[config.mk]
export PLATFORM = sky130hd
export DESIGN_NAME = lod_config_status_regs
export DESIGN_NICKNAME = d
export VERILOG_FILES = /design/src/core/lod_pkg.sv /design/src/core/lod_config_status_regs.sv /design/src/core/lod_trim_calc.sv /design/src/core/lod_alarm_flags.sv
export SDC_FILE = /design/constraint.sdc
export NUM_CORES = 1
export LEC_CHECK = 0
export ABC_AREA = 1
export ABC_CLOCK_PERIOD_IN_PS = 8200
export BUFFER_PORTS_ARGS = -buffer_cell sky130_fd_sc_hd__buf_2
export CAP_MARGIN = 20
export CORE_MARGIN = 3
export CORE_UTILIZATION = 60
export DETAILED_ROUTE_END_ITERATION = 10
export GPL_ROUTABILITY_DRIVEN = 0
export PLACE_DENSITY_LB_ADDON = 0.15
export SYNTH_ARGS = -nofsm -noshare
export SYNTH_HDL_FRONTEND = slang
export SYNTH_HIERARCHICAL = 1
export SYNTH_SLANG_ARGS = --single-unit
[constraint.sdc]
create_clock -name ref_clk -period 8.2 [get_ports ref_clk]
set_input_delay 0.82 -clock ref_clk [delete_from_list [all_inputs] [get_ports ref_clk]]
set_output_delay 0.82 -clock ref_clk [all_outputs]
set_load 0.01 [all_outputs]
[src/core/lod_pkg.sv]
package lod_pkg;
    // register addresses on the register access port
    localparam logic [7:0]  ADDR_STATUS        = 8'h00;
    localparam logic [7:0]  ADDR_CODE          = 8'h01;
    localparam logic [7:0]  ADDR_CONTROL       = 8'h55;
    localparam logic [7:0]  ADDR_SOFT_RESET    = 8'h56;
    localparam logic [7:0]  ADDR_CONFIG        = 8'h57;
    localparam logic [7:0]  ADDR_GAIN          = 8'h58;
    localparam logic [7:0]  ADDR_ZERO          = 8'h59;
    // control register fields
    localparam int          CTL_RANGE_LSB      = 0;
    localparam int          CTL_SLEW_EN_BIT    = 4;
    localparam int          CTL_STEP_LSB       = 5;
    localparam int          CTL_RATE_LSB       = 8;
    localparam int          CTL_OUT_EN_BIT     = 12;
    localparam int          CTL_CLEAR_LEVEL_SELECT_BIT_BIT     = 15;
    // configuration register fields
    localparam int          CFG_TO_PERIOD_LSB  = 0;
    localparam int          CFG_TO_EN_BIT      = 2;
    localparam int          CFG_FRAME_CHK_BIT  = 3;
    localparam int          CFG_LOOP_MOD_BIT   = 4;
    localparam int          CFG_TRIM_EN_BIT    = 5;
    localparam int          CFG_DUAL_BIT       = 8;
    localparam int          CFG_SPAN_LSB       = 9;
    localparam logic [15:0] CFG_WRITABLE_MASK  = 16'h07bf;
    localparam int          SOFT_RESET_BIT     = 0;
    // status register fields
    localparam int          ST_TEMP_BIT        = 0;
    localparam int          ST_RAMP_BIT        = 1;
    localparam int          ST_CURRENT_BIT     = 2;
    localparam int          ST_TIMEOUT_BIT     = 3;
    localparam int          ST_FRAME_BIT       = 4;
    // reset values
    localparam logic [15:0] CONTROL_RESET      = 16'h0000;
    localparam logic [15:0] CONFIG_RESET       = 16'h0000;
    localparam logic [15:0] CODE_RESET         = 16'h0000;
    localparam logic [15:0] GAIN_RESET         = 16'h0000;
    localparam logic [15:0] ZERO_RESET         = 16'h0000;
    localparam logic [15:0] LOW_NIBBLE_MASK    = 16'hfff0;
    // range encodings and clear levels
    localparam int          RANGE_CURRENT_BIT  = 2;
    localparam logic [2:0]  RANGE_LOOP_4_20    = 3'h5;
    localparam logic [2:0]  RANGE_BIPOLAR_5    = 3'h2;
    localparam logic [2:0]  RANGE_BIPOLAR_10   = 3'h3;
    localparam logic [15:0] CODE_ZERO_SCALE    = 16'h0000;
    localparam logic [15:0] CODE_MID_SCALE     = 16'h8000;
    localparam logic [16:0] GAIN_OFFSET        = 17'h08000;
    // timing
    localparam int          CLK_PERIOD_NS      = 10;
    localparam int          MONITOR_INTERVAL_NS = 10000;
    localparam int          MONITOR_CYCLES     = MONITOR_INTERVAL_NS / CLK_PERIOD_NS;
    localparam int          RAMP_BASE_NS       = 1000;
    localparam int          RAMP_BASE_CYCLES   = RAMP_BASE_NS / CLK_PERIOD_NS;

    typedef enum logic [1:0] {
        LOD_SR_IDLE  = 2'b00,
        LOD_SR_CLEAR = 2'b01
    } lod_soft_state_t;

    typedef struct packed {
        logic        en;
        logic [7:0]  addr;
        logic [15:0] data;
    } lod_wr_t;

    typedef struct packed {
        logic        voltageEnable;
        logic        currentEnable;
        logic [2:0]  voltageRange;
        logic [2:0]  currentRange;
        logic        modulationConnect;
    } lod_steer_t;

    typedef struct packed {
        logic frameCheckFault;
        logic hostTimeoutFault;
        logic currentLoadFault;
        logic overtempFault;
    } lod_faults_t;
endpackage

[src/core/lod_config_status_regs.sv]
// How it works
// trim enable bit applies gain and zero trim to the code; clear passes raw.
// loop modulation connects only in four-to-twenty current range when bit set.
// config holds frame check, timeout enable and two-bit period, reset zero.
// twelve-bit variant keeps upper twelve bits; low nibble ignored, reads zero.
// output code is unsigned binary, resets to zero.
// gain trim is unsigned sixteen bits for both outputs, resets to zero.
// zero trim is signed sixteen bits for both outputs, resets to zero.
// writing one to bit zero at 0x56 restores all registers and alarms.
// the soft reset bit clears itself once the reset is done.
// upper fifteen bits of the soft reset register have no effect.
// status is read-only, upper eleven bits read zero.
// an alarm flag sets on its fault and holds until resolved or reset.
// a fault still present next monitoring cycle sets its flag again.
// status bit four shows a frame check failure.
// status bit three shows a host timeout.
// status bit two shows open loop or compliance fault on current output.
// status bit one is high while the code is ramping.
// status bit zero is high while the die is over temperature.
// host keeps config bits ten to seven zero for single output use.
// dual enable drives voltage by main range, current by span field.
// a write changing the main range clears code to the clear level.
// changing the current span field leaves the code untouched.
module lod_config_status_regs
    import lod_pkg::*;
#(
    parameter bit TWELVE_BIT = 1'b0
)
(
    input  wire logic               ref_clk,
    input  wire logic               rst_n,
    input  wire lod_pkg::lod_wr_t   regWrite,
    input  wire logic               rdEn,
    input  wire logic [7:0]         rdAddr,
    input  wire logic               clearLevelSelectPin,
    input  wire logic               frameCheckError,
    input  wire logic               hostTimeoutExpired,
    input  wire logic               currentLoadProblem,
    input  wire logic               dieOverTemp,
    output logic [15:0]             rdData,
    output logic                    rdValid,
    output logic [15:0]             outputCode,
    output lod_pkg::lod_steer_t     steer,
    output logic                    frameCheckEnable,
    output logic                    hostTimeoutEnable,
    output logic [1:0]              hostTimeoutPeriod
);
    lod_soft_state_t softState_reg;
    lod_soft_state_t softState_next;
    logic [15:0]     control_reg;
    logic [15:0]     config_reg;
    logic [15:0]     code_reg;
    logic [15:0]     gain_reg;
    logic [15:0]     zero_reg;
    logic [15:0]     ramp_reg;
    logic [11:0]     rampCount_reg;
    logic [15:0]     monitorCount_reg;
    logic            monitorTick;
    logic            rampTick;
    logic            clearAll;
    logic            softResetHit;
    logic [15:0]     trimmedCode;
    logic [15:0]     rampStep;
    logic [15:0]     statusWord;
    logic [2:0]      newRange;
    logic            rampActive;
    lod_faults_t     faultIn;
    lod_faults_t     flags;

    // low nibble forced to zero in the twelve-bit variant
    function automatic logic [15:0] resMask(input logic [15:0] value);
        resMask = TWELVE_BIT ? (value & LOW_NIBBLE_MASK) : value;
    endfunction

    // code the output falls to after a range change
    function automatic logic [15:0] clearLevel(input logic [2:0] range, input logic sel);
        logic bipolar;
        bipolar = (range == RANGE_BIPOLAR_5) || (range == RANGE_BIPOLAR_10);
        if (range[RANGE_CURRENT_BIT])
            clearLevel = CODE_ZERO_SCALE;                  // low end of current range
        else if (bipolar)
            clearLevel = sel ? CODE_ZERO_SCALE : CODE_MID_SCALE;
        else
            clearLevel = sel ? CODE_MID_SCALE : CODE_ZERO_SCALE;
    endfunction

    function automatic logic writeTo(input lod_wr_t wr, input logic [7:0] addr);
        writeTo = wr.en && (wr.addr == addr);
    endfunction

    // soft reset takes data bit zero only
    assign softResetHit = writeTo(regWrite, ADDR_SOFT_RESET)
                          && regWrite.data[SOFT_RESET_BIT];
    assign clearAll     = !rst_n || (softState_reg == LOD_SR_CLEAR);
    assign newRange     = regWrite.data[CTL_RANGE_LSB +: 3];

    // soft reset sequencer: one clearing cycle, then back to idle
    always_comb begin
        softState_next = softState_reg;
        unique case (softState_reg)
            LOD_SR_IDLE: begin
                if (softResetHit)
                    softState_next = LOD_SR_CLEAR;
            end
            LOD_SR_CLEAR: begin
                softState_next = LOD_SR_IDLE;
            end
            default: begin
                softState_next = LOD_SR_IDLE;
            end
        endcase
    end

    always_ff @(posedge ref_clk) begin
        if (!rst_n)
            softState_reg <= LOD_SR_IDLE;
        else
            softState_reg <= softState_next;
    end

    // control register: range, slew and clear-select live here
    always_ff @(posedge ref_clk) begin
        if (clearAll)
            control_reg <= CONTROL_RESET;
        else if (writeTo(regWrite, ADDR_CONTROL))
            control_reg <= regWrite.data;
    end

    // configuration register; reserved bits are never stored
    always_ff @(posedge ref_clk) begin
        if (clearAll)
            config_reg <= CONFIG_RESET;
        else if (writeTo(regWrite, ADDR_CONFIG))
            config_reg <= regWrite.data & CFG_WRITABLE_MASK;
    end

    // output code: host writes, and range changes force the clear level
    always_ff @(posedge ref_clk) begin
        if (clearAll)
            code_reg <= CODE_RESET;
        else if (writeTo(regWrite, ADDR_CONTROL)
                 && newRange != control_reg[CTL_RANGE_LSB +: 3])
            code_reg <= clearLevel(newRange,
                                   clearLevelSelectPin
                                   | regWrite.data[CTL_CLEAR_LEVEL_SELECT_BIT_BIT]);
        else if (writeTo(regWrite, ADDR_CODE))
            code_reg <= resMask(regWrite.data);
    end
    // a span write lands in config_reg only and never reaches code_reg  R22

    // trim registers
    always_ff @(posedge ref_clk) begin
        if (clearAll)
            gain_reg <= GAIN_RESET;
        else if (writeTo(regWrite, ADDR_GAIN))
            gain_reg <= resMask(regWrite.data);
    end

    always_ff @(posedge ref_clk) begin
        if (clearAll)
            zero_reg <= ZERO_RESET;
        else if (writeTo(regWrite, ADDR_ZERO))
            zero_reg <= resMask(regWrite.data);
    end

    lod_trim_calc u_trim (
        .ref_clk     (ref_clk),
        .clear       (clearAll),
        .trimEnable  (config_reg[CFG_TRIM_EN_BIT]),
        .twelveBit   (TWELVE_BIT),
        .rawCode     (code_reg),
        .gainTrim    (gain_reg),
        .zeroTrim    (zero_reg),
        .trimmedCode (trimmedCode)
    );

    // ramp pacing: rate field stretches the base period by 1 to 16
    always_ff @(posedge ref_clk) begin
        if (clearAll || rampTick)
            rampCount_reg <= '0;
        else
            rampCount_reg <= rampCount_reg + 12'h001;
    end
    assign rampTick = (rampCount_reg == 12'(({8'h00, control_reg[CTL_RATE_LSB +: 4]}
                                             + 12'h001) * RAMP_BASE_CYCLES - 1));
    assign rampStep = 16'h0001 << control_reg[CTL_STEP_LSB +: 3];

    // ramped code; with slew off the target passes straight through
    always_ff @(posedge ref_clk) begin
        if (clearAll)
            ramp_reg <= CODE_RESET;
        else if (!control_reg[CTL_SLEW_EN_BIT])
            ramp_reg <= trimmedCode;
        else if (rampTick) begin
            if (trimmedCode > ramp_reg)
                ramp_reg <= (trimmedCode - ramp_reg > rampStep)
                            ? ramp_reg + rampStep : trimmedCode;
            else if (trimmedCode < ramp_reg)
                ramp_reg <= (ramp_reg - trimmedCode > rampStep)
                            ? ramp_reg - rampStep : trimmedCode;
        end
    end
    assign rampActive = control_reg[CTL_SLEW_EN_BIT] && (ramp_reg != trimmedCode);

    always_ff @(posedge ref_clk) begin
        if (clearAll)
            outputCode <= CODE_RESET;
        else
            outputCode <= ramp_reg;
    end

    // monitoring interval: flags are re-evaluated once per interval
    always_ff @(posedge ref_clk) begin
        if (clearAll || monitorTick)
            monitorCount_reg <= '0;
        else
            monitorCount_reg <= monitorCount_reg + 16'h0001;
    end
    assign monitorTick = (monitorCount_reg == 16'(MONITOR_CYCLES - 1));

    // frame and timeout faults count only when enabled
    always_comb begin
        faultIn.frameCheckFault  = frameCheckError && config_reg[CFG_FRAME_CHK_BIT];
        faultIn.hostTimeoutFault = hostTimeoutExpired && config_reg[CFG_TO_EN_BIT];
        faultIn.currentLoadFault = currentLoadProblem;
        faultIn.overtempFault    = dieOverTemp;
    end

    lod_alarm_flags u_alarm (
        .ref_clk     (ref_clk),
        .clear       (clearAll),
        .monitorTick (monitorTick),
        .faultIn     (faultIn),
        .flags       (flags)
    );

    // status word, upper bits tied low
    always_comb begin
        statusWord                 = 16'h0000;
        statusWord[ST_FRAME_BIT]   = flags.frameCheckFault;
        statusWord[ST_TIMEOUT_BIT] = flags.hostTimeoutFault;
        statusWord[ST_CURRENT_BIT] = flags.currentLoadFault;
        statusWord[ST_RAMP_BIT]    = rampActive;
        statusWord[ST_TEMP_BIT]    = flags.overtempFault;
    end

    // readback one cycle after the request; unmapped and write-only read zero
    always_ff @(posedge ref_clk) begin
        if (!rst_n) begin
            rdData  <= 16'h0000;
            rdValid <= 1'b0;
        end else begin
            rdValid <= rdEn;
            if (!rdEn)
                rdData <= 16'h0000;
            else begin
                unique case (rdAddr)
                    ADDR_STATUS:  rdData <= statusWord;
                    ADDR_CODE:    rdData <= code_reg;
                    ADDR_CONTROL: rdData <= control_reg;
                    ADDR_CONFIG:  rdData <= config_reg;
                    ADDR_GAIN:    rdData <= gain_reg;
                    ADDR_ZERO:    rdData <= zero_reg;
                    default:      rdData <= 16'h0000;
                endcase
            end
        end
    end

    // output steering; single mode relies on the host keeping bits 10:7 low  R19
    always_ff @(posedge ref_clk) begin
        if (clearAll) begin
            steer <= '0;
        end else if (config_reg[CFG_DUAL_BIT]) begin
            steer.voltageEnable <= control_reg[CTL_OUT_EN_BIT];
            steer.currentEnable <= control_reg[CTL_OUT_EN_BIT];
            steer.voltageRange  <= control_reg[CTL_RANGE_LSB +: 3];
            steer.currentRange  <= {1'b1, config_reg[CFG_SPAN_LSB +: 2]};
            steer.modulationConnect <= control_reg[CTL_OUT_EN_BIT]
                && config_reg[CFG_LOOP_MOD_BIT]
                && ({1'b1, config_reg[CFG_SPAN_LSB +: 2]} == RANGE_LOOP_4_20);
        end else begin
            steer.voltageEnable <= control_reg[CTL_OUT_EN_BIT]
                                   && !control_reg[CTL_RANGE_LSB + RANGE_CURRENT_BIT];
            steer.currentEnable <= control_reg[CTL_OUT_EN_BIT]
                                   && control_reg[CTL_RANGE_LSB + RANGE_CURRENT_BIT];
            steer.voltageRange  <= control_reg[CTL_RANGE_LSB +: 3];
            steer.currentRange  <= control_reg[CTL_RANGE_LSB +: 3];
            steer.modulationConnect <= control_reg[CTL_OUT_EN_BIT]
                && config_reg[CFG_LOOP_MOD_BIT]
                && (control_reg[CTL_RANGE_LSB +: 3] == RANGE_LOOP_4_20);
        end
    end

    // enables handed to the frame checker and timeout logic elsewhere
    always_ff @(posedge ref_clk) begin
        if (clearAll) begin
            frameCheckEnable  <= 1'b0;
            hostTimeoutEnable <= 1'b0;
            hostTimeoutPeriod <= 2'b00;
        end else begin
            frameCheckEnable  <= config_reg[CFG_FRAME_CHK_BIT];
            hostTimeoutEnable <= config_reg[CFG_TO_EN_BIT];
            hostTimeoutPeriod <= config_reg[CFG_TO_PERIOD_LSB +: 2];
        end
    end
endmodule // lod_config_status_regs

[src/core/lod_trim_calc.sv]
module lod_trim_calc
    import lod_pkg::*;
(
    input  wire logic        ref_clk,
    input  wire logic        clear,
    input  wire logic        trimEnable,
    input  wire logic        twelveBit,
    input  wire logic [15:0] rawCode,
    input  wire logic [15:0] gainTrim,
    input  wire logic [15:0] zeroTrim,
    output logic      [15:0] trimmedCode
);
    logic [32:0] product;
    logic [17:0] scaled;
    logic [17:0] sum;
    logic [15:0] clamped;

    // gain scales by (gain + half)/full, then the signed offset is added
    always_comb begin
        product = {17'h00000, rawCode} * {16'h0000, gainTrim + GAIN_OFFSET};
        scaled  = {1'b0, product[32:16]};
        sum     = scaled + {{2{zeroTrim[15]}}, zeroTrim};
        if (sum[17])
            clamped = 16'h0000;            // below zero scale
        else if (sum[16])
            clamped = 16'hffff;            // above full scale
        else
            clamped = sum[15:0];
    end

    // registered so the multiplier path never meets the ramp logic directly
    always_ff @(posedge ref_clk) begin
        if (clear)
            trimmedCode <= CODE_RESET;
        else if (trimEnable)
            trimmedCode <= twelveBit ? (clamped & LOW_NIBBLE_MASK) : clamped;
        else
            trimmedCode <= rawCode;
    end
endmodule // lod_trim_calc

[src/core/lod_alarm_flags.sv]
module lod_alarm_flags
    import lod_pkg::*;
(
    input  wire logic        ref_clk,
    input  wire logic        clear,
    input  wire logic        monitorTick,
    input  wire lod_faults_t faultIn,
    output lod_faults_t      flags
);
    lod_faults_t seen_reg;

    // faults seen in the current interval
    always_ff @(posedge ref_clk) begin
        if (clear)
            seen_reg <= '0;
        else if (monitorTick)
            seen_reg <= faultIn;
        else
            seen_reg <= seen_reg | faultIn;
    end

    // a flag sets at once and only drops at a tick with no fault seen;
    // the set term is ORed in so a new fault wins over the tick's clear
    always_ff @(posedge ref_clk) begin
        if (clear)
            flags <= '0;
        else if (monitorTick)
            flags <= seen_reg | faultIn;
        else
            flags <= flags | faultIn;
    end
endmodule // lod_alarm_flags

# Word level (Yosys, flattened, before mapping)
# Index checks and enable logic that the tools add are counted.
[totals]
reg_bits = 189
inputBits = 41
output_inout_bits = 46
elab_cells = 117
[op_classes]
addsub = 10
n_mul = 2
order_cmp = 4
eq_ne = 21
shifts = 1
n_mux = 19
bitwise = 3
reduce_logical = 28
[op_table]
columns = ["op", "count"]
rows = [
  ["$mux W16", 15],
  ["$pmux W16 S6", 1],
  ["$eq A8 B7 Y1 const B", 9],
  ["$gt A16 B16 Y1", 3],
  ["$sub A16 B16 Y16", 3],
  ["$mul A16 B17 Y33", 1],
  ["$add A17 B18 Y18", 1],
  ["$add A16 B16 Y17 const B", 1],
  ["$add A16 B1 Y16 const B", 1],
  ["$add A16 B16 Y16", 1],
  ["$eq A16 B10 Y1 const B", 1],
  ["$eq A8 B1 Y1 const B", 2],
  ["$logic_and A1 B1 Y1", 16],
  ["$lt A16 B16 Y1", 1],
  ["$ne A16 B16 Y1", 1],
  ["$shl A1 B3 Y16 const A", 1],
  ["$add A12 B1 Y12 const B", 1],
  ["$eq A12 B12 Y1", 1],
  ["$sub A12 B1 Y12 const B", 1],
  ["$mul A5 B5 Y10 const B", 1],
  ["$mux W9", 1],
  ["$logic_not A8 Y1", 1],
  ["$mux W4", 2],
  ["$or A4 B4 Y4", 2],
  ["other kinds (13)", 20],
]

# Longest topological paths before layout
# Gate-level depths: netlist of run 1.
[logic_depth]
word_depth = 7
ltp_mapped = 40
ltp_nobuf = 37

# Modules after synthesis
# Netlist of run 1, hierarchy kept.
[modules_own_cells]
columns = ["module", "n_inst", "cells_per_inst", "area_per_inst_um2", "seq_area_each_um2"]
rows = [
  ["lod_config_status_regs", 1, 1748, 11427.2, 3303.2],
  ["lod_trim_calc", 1, 1593, 11111.9, 320.3],
  ["lod_alarm_flags", 1, 47, 327.8, 160.2],
]

# Worst setup path before layout of run 1
# OpenSTA, ideal clock, no wires.
[synth_path]
path_type = "register to register"
start = "register code_reg[7]"
end = "register u_trim.trimmedCode[9]"
setup_time_ps = 132
t_arrival_ps = 6530
required_time_ps = 8068
slack_ps = 1537
path_stages_with_launch = 37
path_buffers = 3
cell_sequence = "dfxtp_1 -> clkbuf_1 -> clkbuf_1 -> nand2_1 -> fa_1 -> inv_1 -> fa_1 -> inv_1 -> fa_1 -> inv_1 -> fa_1 -> fa_1 -> inv_1 -> fa_1 -> inv_1 -> ha_1 -> nand2_1 -> o21bai_1 -> a21oi_1 -> nand2_1 -> xor2_1 -> ha_1 -> inv_1 -> fa_1 -> inv_1 -> nand3_1 -> nand3_1 -> nand2_1 -> nand2_2 -> nand2_2 -> nand2_1 -> nand2_1 -> nand2_4 -> buf_6 -> nand2_1 -> nand3_1 -> a21oi_1"
[synth_between]
elab_chain_len = 5
[synth_rtl]
columns = ["item", "line_no", "text"]
rows = [
  ["start: declaration", "lod_config_status_regs.sv:52", "logic [15:0] code_reg;"],
  ["start signal: assignment", "lod_config_status_regs.sv:143", "code_reg <= clearLevel(newRange,"],
  ["start signal: assignment", "lod_config_status_regs.sv:147", "code_reg <= resMask(regWrite.data);"],
  ["$mul A16 B17 Y33 *", "lod_trim_calc.sv:20", "product = {17'h00000, rawCode} * {16'h0000, gainTrim + GAIN_OFFSET};"],
  ["$add A17 B18 Y18 *", "lod_trim_calc.sv:22", "sum = scaled + {{2{zeroTrim[15]}}, zeroTrim};"],
  ["$mux W16", "lod_trim_calc.sv:25", "else if (sum[16])"],
  ["$mux W16 *", "lod_trim_calc.sv:23", "if (sum[17])"],
  ["$mux W16 *", "lod_trim_calc.sv:35", "else if (trimEnable)"],
  ["end signal: assignment", "lod_trim_calc.sv:36", "trimmedCode <= twelveBit ? (clamped & LOW_NIBBLE_MASK) : clamped;"],
  ["end signal: assignment", "lod_trim_calc.sv:38", "trimmedCode <= rawCode;"],
  ["end: declaration", "lod_trim_calc.sv:11", "output logic [15:0] trimmedCode"],
]
# Every way passes the cells marked *; elsewhere a longest branch is shown, timed or not.
# A chain may end at the register's enable or synchronous reset.

# Worst setup path after layout of run 1
[layout_path]
start = "register code_reg[2]"
end = "register u_trim.trimmedCode[13]"
# Same word-level chain as after synthesis.

==> flow_summary.json, run 1 <==
{
  "groute.usage.overall": 0.3319,
  "n_fill_cell": 3306,
  "critical_path.startpoint_type": "register",
  "min_period_ns": 7.459,
  "dieArea_sq_mm": 0.04049,
  "grt_first_pass_wirelength_microns": 109200,
  "hold_viol": 0,
  "power.density_mw_per_mm2": 83.04,
  "clock_latency_ns": 0.45,
  "timing.slew.headroom": 0.3181,
  "nNetsFinal": 3843,
  "actual_slew_at_the_worst_max_slew_pin_ns": 1.020,
  "yosys.area.top_type": "sky130_fd_sc_hd__fa_1",
  "cts-htree-levels": 4,
  "post_cts_repair_resize_count": 0,
  "power_switching_share": 0.2804,
  "clk_sinks": 189,
  "critical-path-top-cell-by-count": "sky130_fd_sc_hd__nand2_1",
  "yosys_most_used_dff": "sky130_fd_sc_hd__dfxtp_1",
  "rows": 70,
  "async_flop_share": 0,
  "drt_iter0_drc": 2072,
  "fin_crit_sh": 0.9097,
  "antenna-diode-count": 0,
  "layout_stage_area_growth_over_the_synthesis_result_pct": 5.833,
  "cts_tree": "yes",
  "end_kind": "register",
  "initial_core_util": 0.6172,
  "dp_hpwl_microns": 53310,
  "die_width_microns": 201.2,
  "clk_root_buffer_cell": "sky130_fd_sc_hd__clkbuf_16",
  "max-cap-violations": 0,
  "worst-endpoint-required_ns": 8.50,
  "tns_ns": 0,
  "fin_hold_ws_ns": 0.4524,
  "grt_pass1_vias": 21680,
  "fin_max_slew_vios": 0,
  "finish.utilization": 0.6532,
  "cells_after_synthesis": 3388,
  "fin_total_pwr_uw": 2010,
  "dieHeight_microns": 201.2,
  "dr.pass1.iters": 6,
  "max_freq_mhz": 134.1,
  "synth_top_area_frac": 0.1856,
  "timing.critical_path.fanout_max": 20,
  "synth.cell_area_sq_mm": 0.02287,
  "max_vdd_drop_mv": 0.1313,
  "run_status": "finished clean",
  "post_cts_hold_buffer_count": 0,
  "regArea_sq_mm": 0.003784,
  "reg2reg_setup_slack_ns": 0.74,
  "synth_sequential_area_ratio": 0.1655,
  "synth.top_cells.by_area": "sky130_fd_sc_hd__fa_1 19%, sky130_fd_sc_hd__dfxtp_1 17%, sky130_fd_sc_hd__nand2_1 15%",
  "port_buffers": 86,
  "pin_count_of_the_biggest_net_entering_global_routing": 63,
  "antenna_found_initial": 0,
  "finClkSkew_ns": 0.01902,
  "synth-edff-count": 0,
  "io_pins": 87,
  "grt_setup_unrepaired": "no",
  "hold_class": "reg -> reg",
  "total_switching_power_uw": 563.6,
  "final_layout_size_suffix_gt1_frac": 0.06958,
  "avgSynthCellArea_sq_um": 6.749,
  "routed_wire_length_per_instance_microns": 17.19,
  "core_area_sq_mm": 0.03705,
  "routed_wl_microns": 67220,
  "area_of_the_multi_input_gates_sq_mm": 0.01579,
  "cts_bufs_inserted": 17,
  "post_synth_num_cell_types": 55,
  "final_antenna_net_count": 0,
  "cts_buffer_depth": 2,
  "vias_per_cell": 5.605,
  "post_cts_clock_slew_at_the_launch_and_capture_registers_of_the_worst_setup_and_hold_paths_ns": 0.08,
  "combPwrFrac": 0.099,
  "slowest_delay_ns": 0.96,
  "route.vias.total": 21920,
  "total_of_flip_flops_plus_latches_after_synthesis": 189,
  "seq_power_share": 0.462,
  "cts_setup_buffers": 0,
  "yosys_warnings": 6,
  "overflow": 0,
  "cp.arrival_ns": 7.76,
  "static-leakage-power_uw": 0.01313,
  "timing.setup.critical_path_class": "reg -> reg",
  "p_int_uw": 1446,
  "pwr-share-clk": 0.439,
  "setup_viol": 0,
  "drc_errors_left": 0,
  "slowest_stage": "sky130_fd_sc_hd__dfxtp_1"
}
-- cell usage after synthesis, drive strengths merged, types with 7 or more instances --
master / count
nand4: 34
xnor2: 12
inv: 720
a21oi: 211
fa: 212
nand2: 916
o21bai: 8
buf: 31
nor2: 245
clkbuf: 99
a221oi: 9
nor3b: 8
a31oi: 8
nor4: 7
nand3: 232
nor3: 42
o22ai: 18
a21o: 8
ha: 196
o21ai: 80
dfxtp: 189
xor2: 53
-- power by group through the flow --
stage          clock, uW  sequential (uW)  combinational (uW)
5_1_grt              922              928                 214
6_report             883              928                 199
3_3_place_gp           0              949                 185
3_5_place_dp           0              949                 190
2_1_floorplan          0              947                 141
4_1_cts              887              928                 191
-- layer usage --
layer  part of all wire  vias to the layer above  GRT usage
li1                   -                    10360          -
met1               0.39                    10220     0.4191
met2               0.46                     1122     0.5497
met3              0.097                      208    0.06002
met4              0.053                        0     0.1622
met5                  0                        -   0.007143
-- cells in the final DEF, fill, tap and decap left out, types with 28 or more instances in the layout --
| cell type | Yosys | final |
|---|---|---|
| sky130_fd_sc_hd__a21oi_1 | 203 | 203 |
| sky130_fd_sc_hd__inv_1 | 708 | 708 |
| sky130_fd_sc_hd__nand2_1 | 888 | 888 |
| sky130_fd_sc_hd__o21ai_0 | 77 | 77 |
| sky130_fd_sc_hd__dfxtp_1 | 189 | 189 |
| sky130_fd_sc_hd__nand4_1 | 34 | 34 |
| sky130_fd_sc_hd__nor2_1 | 223 | 222 |
| sky130_fd_sc_hd__ha_1 | 196 | 196 |
| sky130_fd_sc_hd__buf_4 | 4 | 28 |
| sky130_fd_sc_hd__fa_1 | 212 | 212 |
| sky130_fd_sc_hd__nor3_1 | 39 | 38 |
| sky130_fd_sc_hd__buf_2 | 11 | 86 |
| sky130_fd_sc_hd__nand3_1 | 223 | 223 |
| sky130_fd_sc_hd__xor2_1 | 53 | 53 |
-- critical path, delay by kind of cell, from the launching register on --
family / cells / cell delay (ns)
adder cells (fa/ha/maj): 8 / 3.79
AND/OR/NAND/NOR: 13 / 1.60
flip-flops: 1 / 0.96
buffers and inverters: 6 / 0.36
AO/OA/AOI/OAI: 2 / 0.31
XOR/XNOR: 1 / 0.26
-- cells by family (layout without fill, tap and decap cells) --
kind of cell,count (synthesis),after routing,share of synthesized area
adders and majority gates,408,408,0.2928
DFF,189,189,0.1655
xor gates and xnor gates,65,65,0.02490
other,3,5,0.0004924
AOI/OAI and AO/OA,367,367,0.08952
and+or+nand+nor,1501,1501,0.2814
buffers and inverters,854,870,0.1450
muxes,1,1,0.0004378
-- final cells by class --
| class | instances | share of cell area |
|---|---|---|
| Clock buffer | 17 | 0.01758 |
| Clock inverter | 14 | 0.008272 |
| Inverter | 724 | 0.1123 |
| Multi-Input combinational cell | 2347 | 0.6524 |
| Sequential cell | 189 | 0.1563 |
| Tap cell | 504 | 0.02606 |
| Timing Repair Buffer | 115 | 0.02709 |
-- metrics by stage --
step / instance area (sq um) / setup slack [ns] / instances
final: 24200 / 0.7407 / 3910
after global routing: 24200 / 0.2834 / 3910
after CTS: 24180 / 0.8152 / 3908
after detailed placement: 23550 / 0.8447 / 3877
after global placement: 23550 / 0.9741 / 3877
after floorplan: 22870 / 1.537 / 3390
-- worst paths after layout --
kind / from / to / depth (start not counted)
worst max-delay path: code_reg[2] / u_trim/trimmedCode[13] / 30
worst min-delay path: monitorCount_reg[0] / monitorCount_reg[0] / 1
worst max register to register: code_reg[2] / u_trim/trimmedCode[13] / 30
worst min register to register: monitorCount_reg[0] / monitorCount_reg[0] / 1
(Power assumes the default switching activity.)
==> run 2, diff against run 1 <==
ABC_CLOCK_PERIOD_IN_PS = 7170   (was 8200)
PLACE_DENSITY = 0.78   (was not set)
PLACE_DENSITY_LB_ADDON = not set   (was 0.15)
clock period = 7.17 ns   (was 8.2 ns; I/O delays follow)
==> run 2 against run 1 <==
Hold slack worse by 0.0033 ns. Critical path depth is 2 higher. Maximum frequency increased by 7.7%.
==> flow_summary.json, run 2 (synthesis gave the netlist of run 1 again) <==
{
  "run_status": "finished clean",
  "cts_tree": "yes",
  "final_layout_size_suffix_gt1_frac": 0.09869,
  "final_area_sq_mm": 0.02479,
  "critical_path.startpoint_type": "register",
  "post_cts_hold_buffer_count": 0,
  "clock_latency_ns": 0.45,
  "power.density_mw_per_mm2": 92.64,
  "clk_sinks": 189,
  "dieArea_sq_mm": 0.04049,
  "clk_root_buffer_cell": "sky130_fd_sc_hd__clkbuf_16",
  "seq_power_share": 0.460,
  "finClkSkew_ns": 0.01560,
  "timing.setup.critical_path_class": "reg -> reg",
  "dp_hpwl_microns": 54080,
  "timing.slew.headroom": 0.2718,
  "grt_first_pass_wirelength_microns": 110900,
  "pin_count_of_the_biggest_net_entering_global_routing": 59,
  "overflow": 0,
  "dieHeight_microns": 201.2,
  "io_pins": 87,
  "max_vdd_drop_mv": 0.1465,
  "fin_hold_ws_ns": 0.4491,
  "final_cell_count_no_fill": 3950,
  "final_antenna_net_count": 0,
  "vias_per_cell": 5.672,
  "core_area_sq_mm": 0.03705,
  "placed_cells": 3912,
  "pnr_worst_setup_slack_ns": 0.2442,
  "antenna_found_initial": 0,
  "dr.pass1.iters": 8,
  "p_int_uw": 1626,
  "timing.critical_path.fanout_max": 12,
  "max-cap-violations": 0,
  "fin_crit_sh": 0.9659,
  "grt_pass1_vias": 22220,
  "hold_viol": 0,
  "setup_viol": 0,
  "hold_class": "reg -> reg",
  "pwr-share-clk": 0.439,
  "routed_wl_microns": 68770,
  "slowest_stage": "sky130_fd_sc_hd__dfxtp_2",
  "min_period_ns": 6.926,
  "groute.usage.overall": 0.3356,
  "drt_iter0_drc": 2435,
  "critical-path-top-cell-by-count": "sky130_fd_sc_hd__inv_1",
  "post_cts_clock_slew_at_the_launch_and_capture_registers_of_the_worst_setup_and_hold_paths_ns": 0.08,
  "die_width_microns": 201.2,
  "actual_slew_at_the_worst_max_slew_pin_ns": 1.086,
  "port_buffers": 86,
  "mostFrequentLayoutCells": "883 x sky130_fd_sc_hd__nand2_1, 707 x sky130_fd_sc_hd__inv_1, 222 x sky130_fd_sc_hd__nand3_1",
  "drc_errors_left": 0,
  "fin_max_slew_vios": 0,
  "end_kind": "register",
  "nNetsFinal": 3881,
  "max_freq_mhz": 144.4,
  "cts_buffer_depth": 2,
  "cts_bufs_inserted": 17,
  "initial_core_util": 0.6172,
  "reg2reg_setup_slack_ns": 0.24,
  "worst-endpoint-required_ns": 7.54,
  "detailed_place.area_sq_mm": 0.02385,
  "mostFrequentLayoutCell": "sky130_fd_sc_hd__nand2_1",
  "routed_wire_length_per_instance_microns": 17.41,
  "static-leakage-power_uw": 0.01337,
  "rows": 70,
  "cp.arrival_ns": 7.29,
  "power_switching_share": 0.2919,
  "dp_slack_ns": -0.1482,
  "total_switching_power_uw": 670.3,
  "cts-htree-levels": 4,
  "fin_total_pwr_uw": 2296,
  "combPwrFrac": 0.101,
  "layout_stage_area_growth_over_the_synthesis_result_pct": 8.388,
  "slowest_delay_ns": 0.54,
  "route.vias.total": 22410
}
[run 2: layout make-up]
cell class              count  area, sq um
multi-input cells        2349        16010
clock inverters            14        193.9
clock buffers              18        429.2
well taps                 504        630.6
diodes                      1        2.502
flip-flops and latches    189         3836
inverters                 724         2718
fillers                  3143        12260
repair buffers            151        962.2
[run 2: stage by stage]
stage / util / setup TNS [ns]
2_1_floorplan: - / 0
3_3_place_gp: 0.6436 / 0
3_5_place_dp: 0.6436 / -1.582
4_1_cts: 0.6606 / 0
5_1_grt: 0.6689 / -0.2507
6_report: 0.6690 / 0
[run 2: per-layer routing]
metal | global-route usage | wire [microns] | part of all wire | up-vias
li1 | - | - | - | 10450
met1 | 0.4054 | 25680 | 0.37 | 10440
met2 | 0.5772 | 32900 | 0.48 | 1215
met3 | 0.04934 | 5855 | 0.085 | 301
met4 | 0.1839 | 4338 | 0.063 | 0
met5 | 0 | 0 | 0 | -
[run 2: path summary, 6_finish.rpt]
path,start,end,cells past startpoint
hold / removal,monitorCount_reg[0],monitorCount_reg[0],1
setup / recovery,code_reg[6],u_trim/trimmedCode[4],32
setup reg to reg,code_reg[6],u_trim/trimmedCode[4],32
hold reg to reg,monitorCount_reg[0],monitorCount_reg[0],1
[run 2: timing repair]
action	CTS	global route
gates cloned	0	2
setup endpoints to repair	16	16
hold endpoints to repair	0	0
buffers inserted	0	1
pin swaps	0	5
gates resized for setup	3	89
[run 2: worst max-delay path, delay by kind of cell, from the launching register on]
kind | cells | cell delay [ns]
AO/OA/AOI/OAI | 5 | 1.13
XOR/XNOR | 1 | 0.27
adder cells (fa/ha/maj) | 8 | 3.22
buffers and inverters | 8 | 0.66
flip-flops | 1 | 0.54
AND/OR/NAND/NOR | 10 | 1.00
[run 2: power groups by stage]
stage               Clock (uW)  Combinational [uW]  Sequential (uW)
finish                    1010                 231             1060
global route              1050                 250             1060
CTS                       1010                 222             1060
detailed placement           0                 220             1080
global placement             0                 215             1080
floorplan                    0                 162             1080
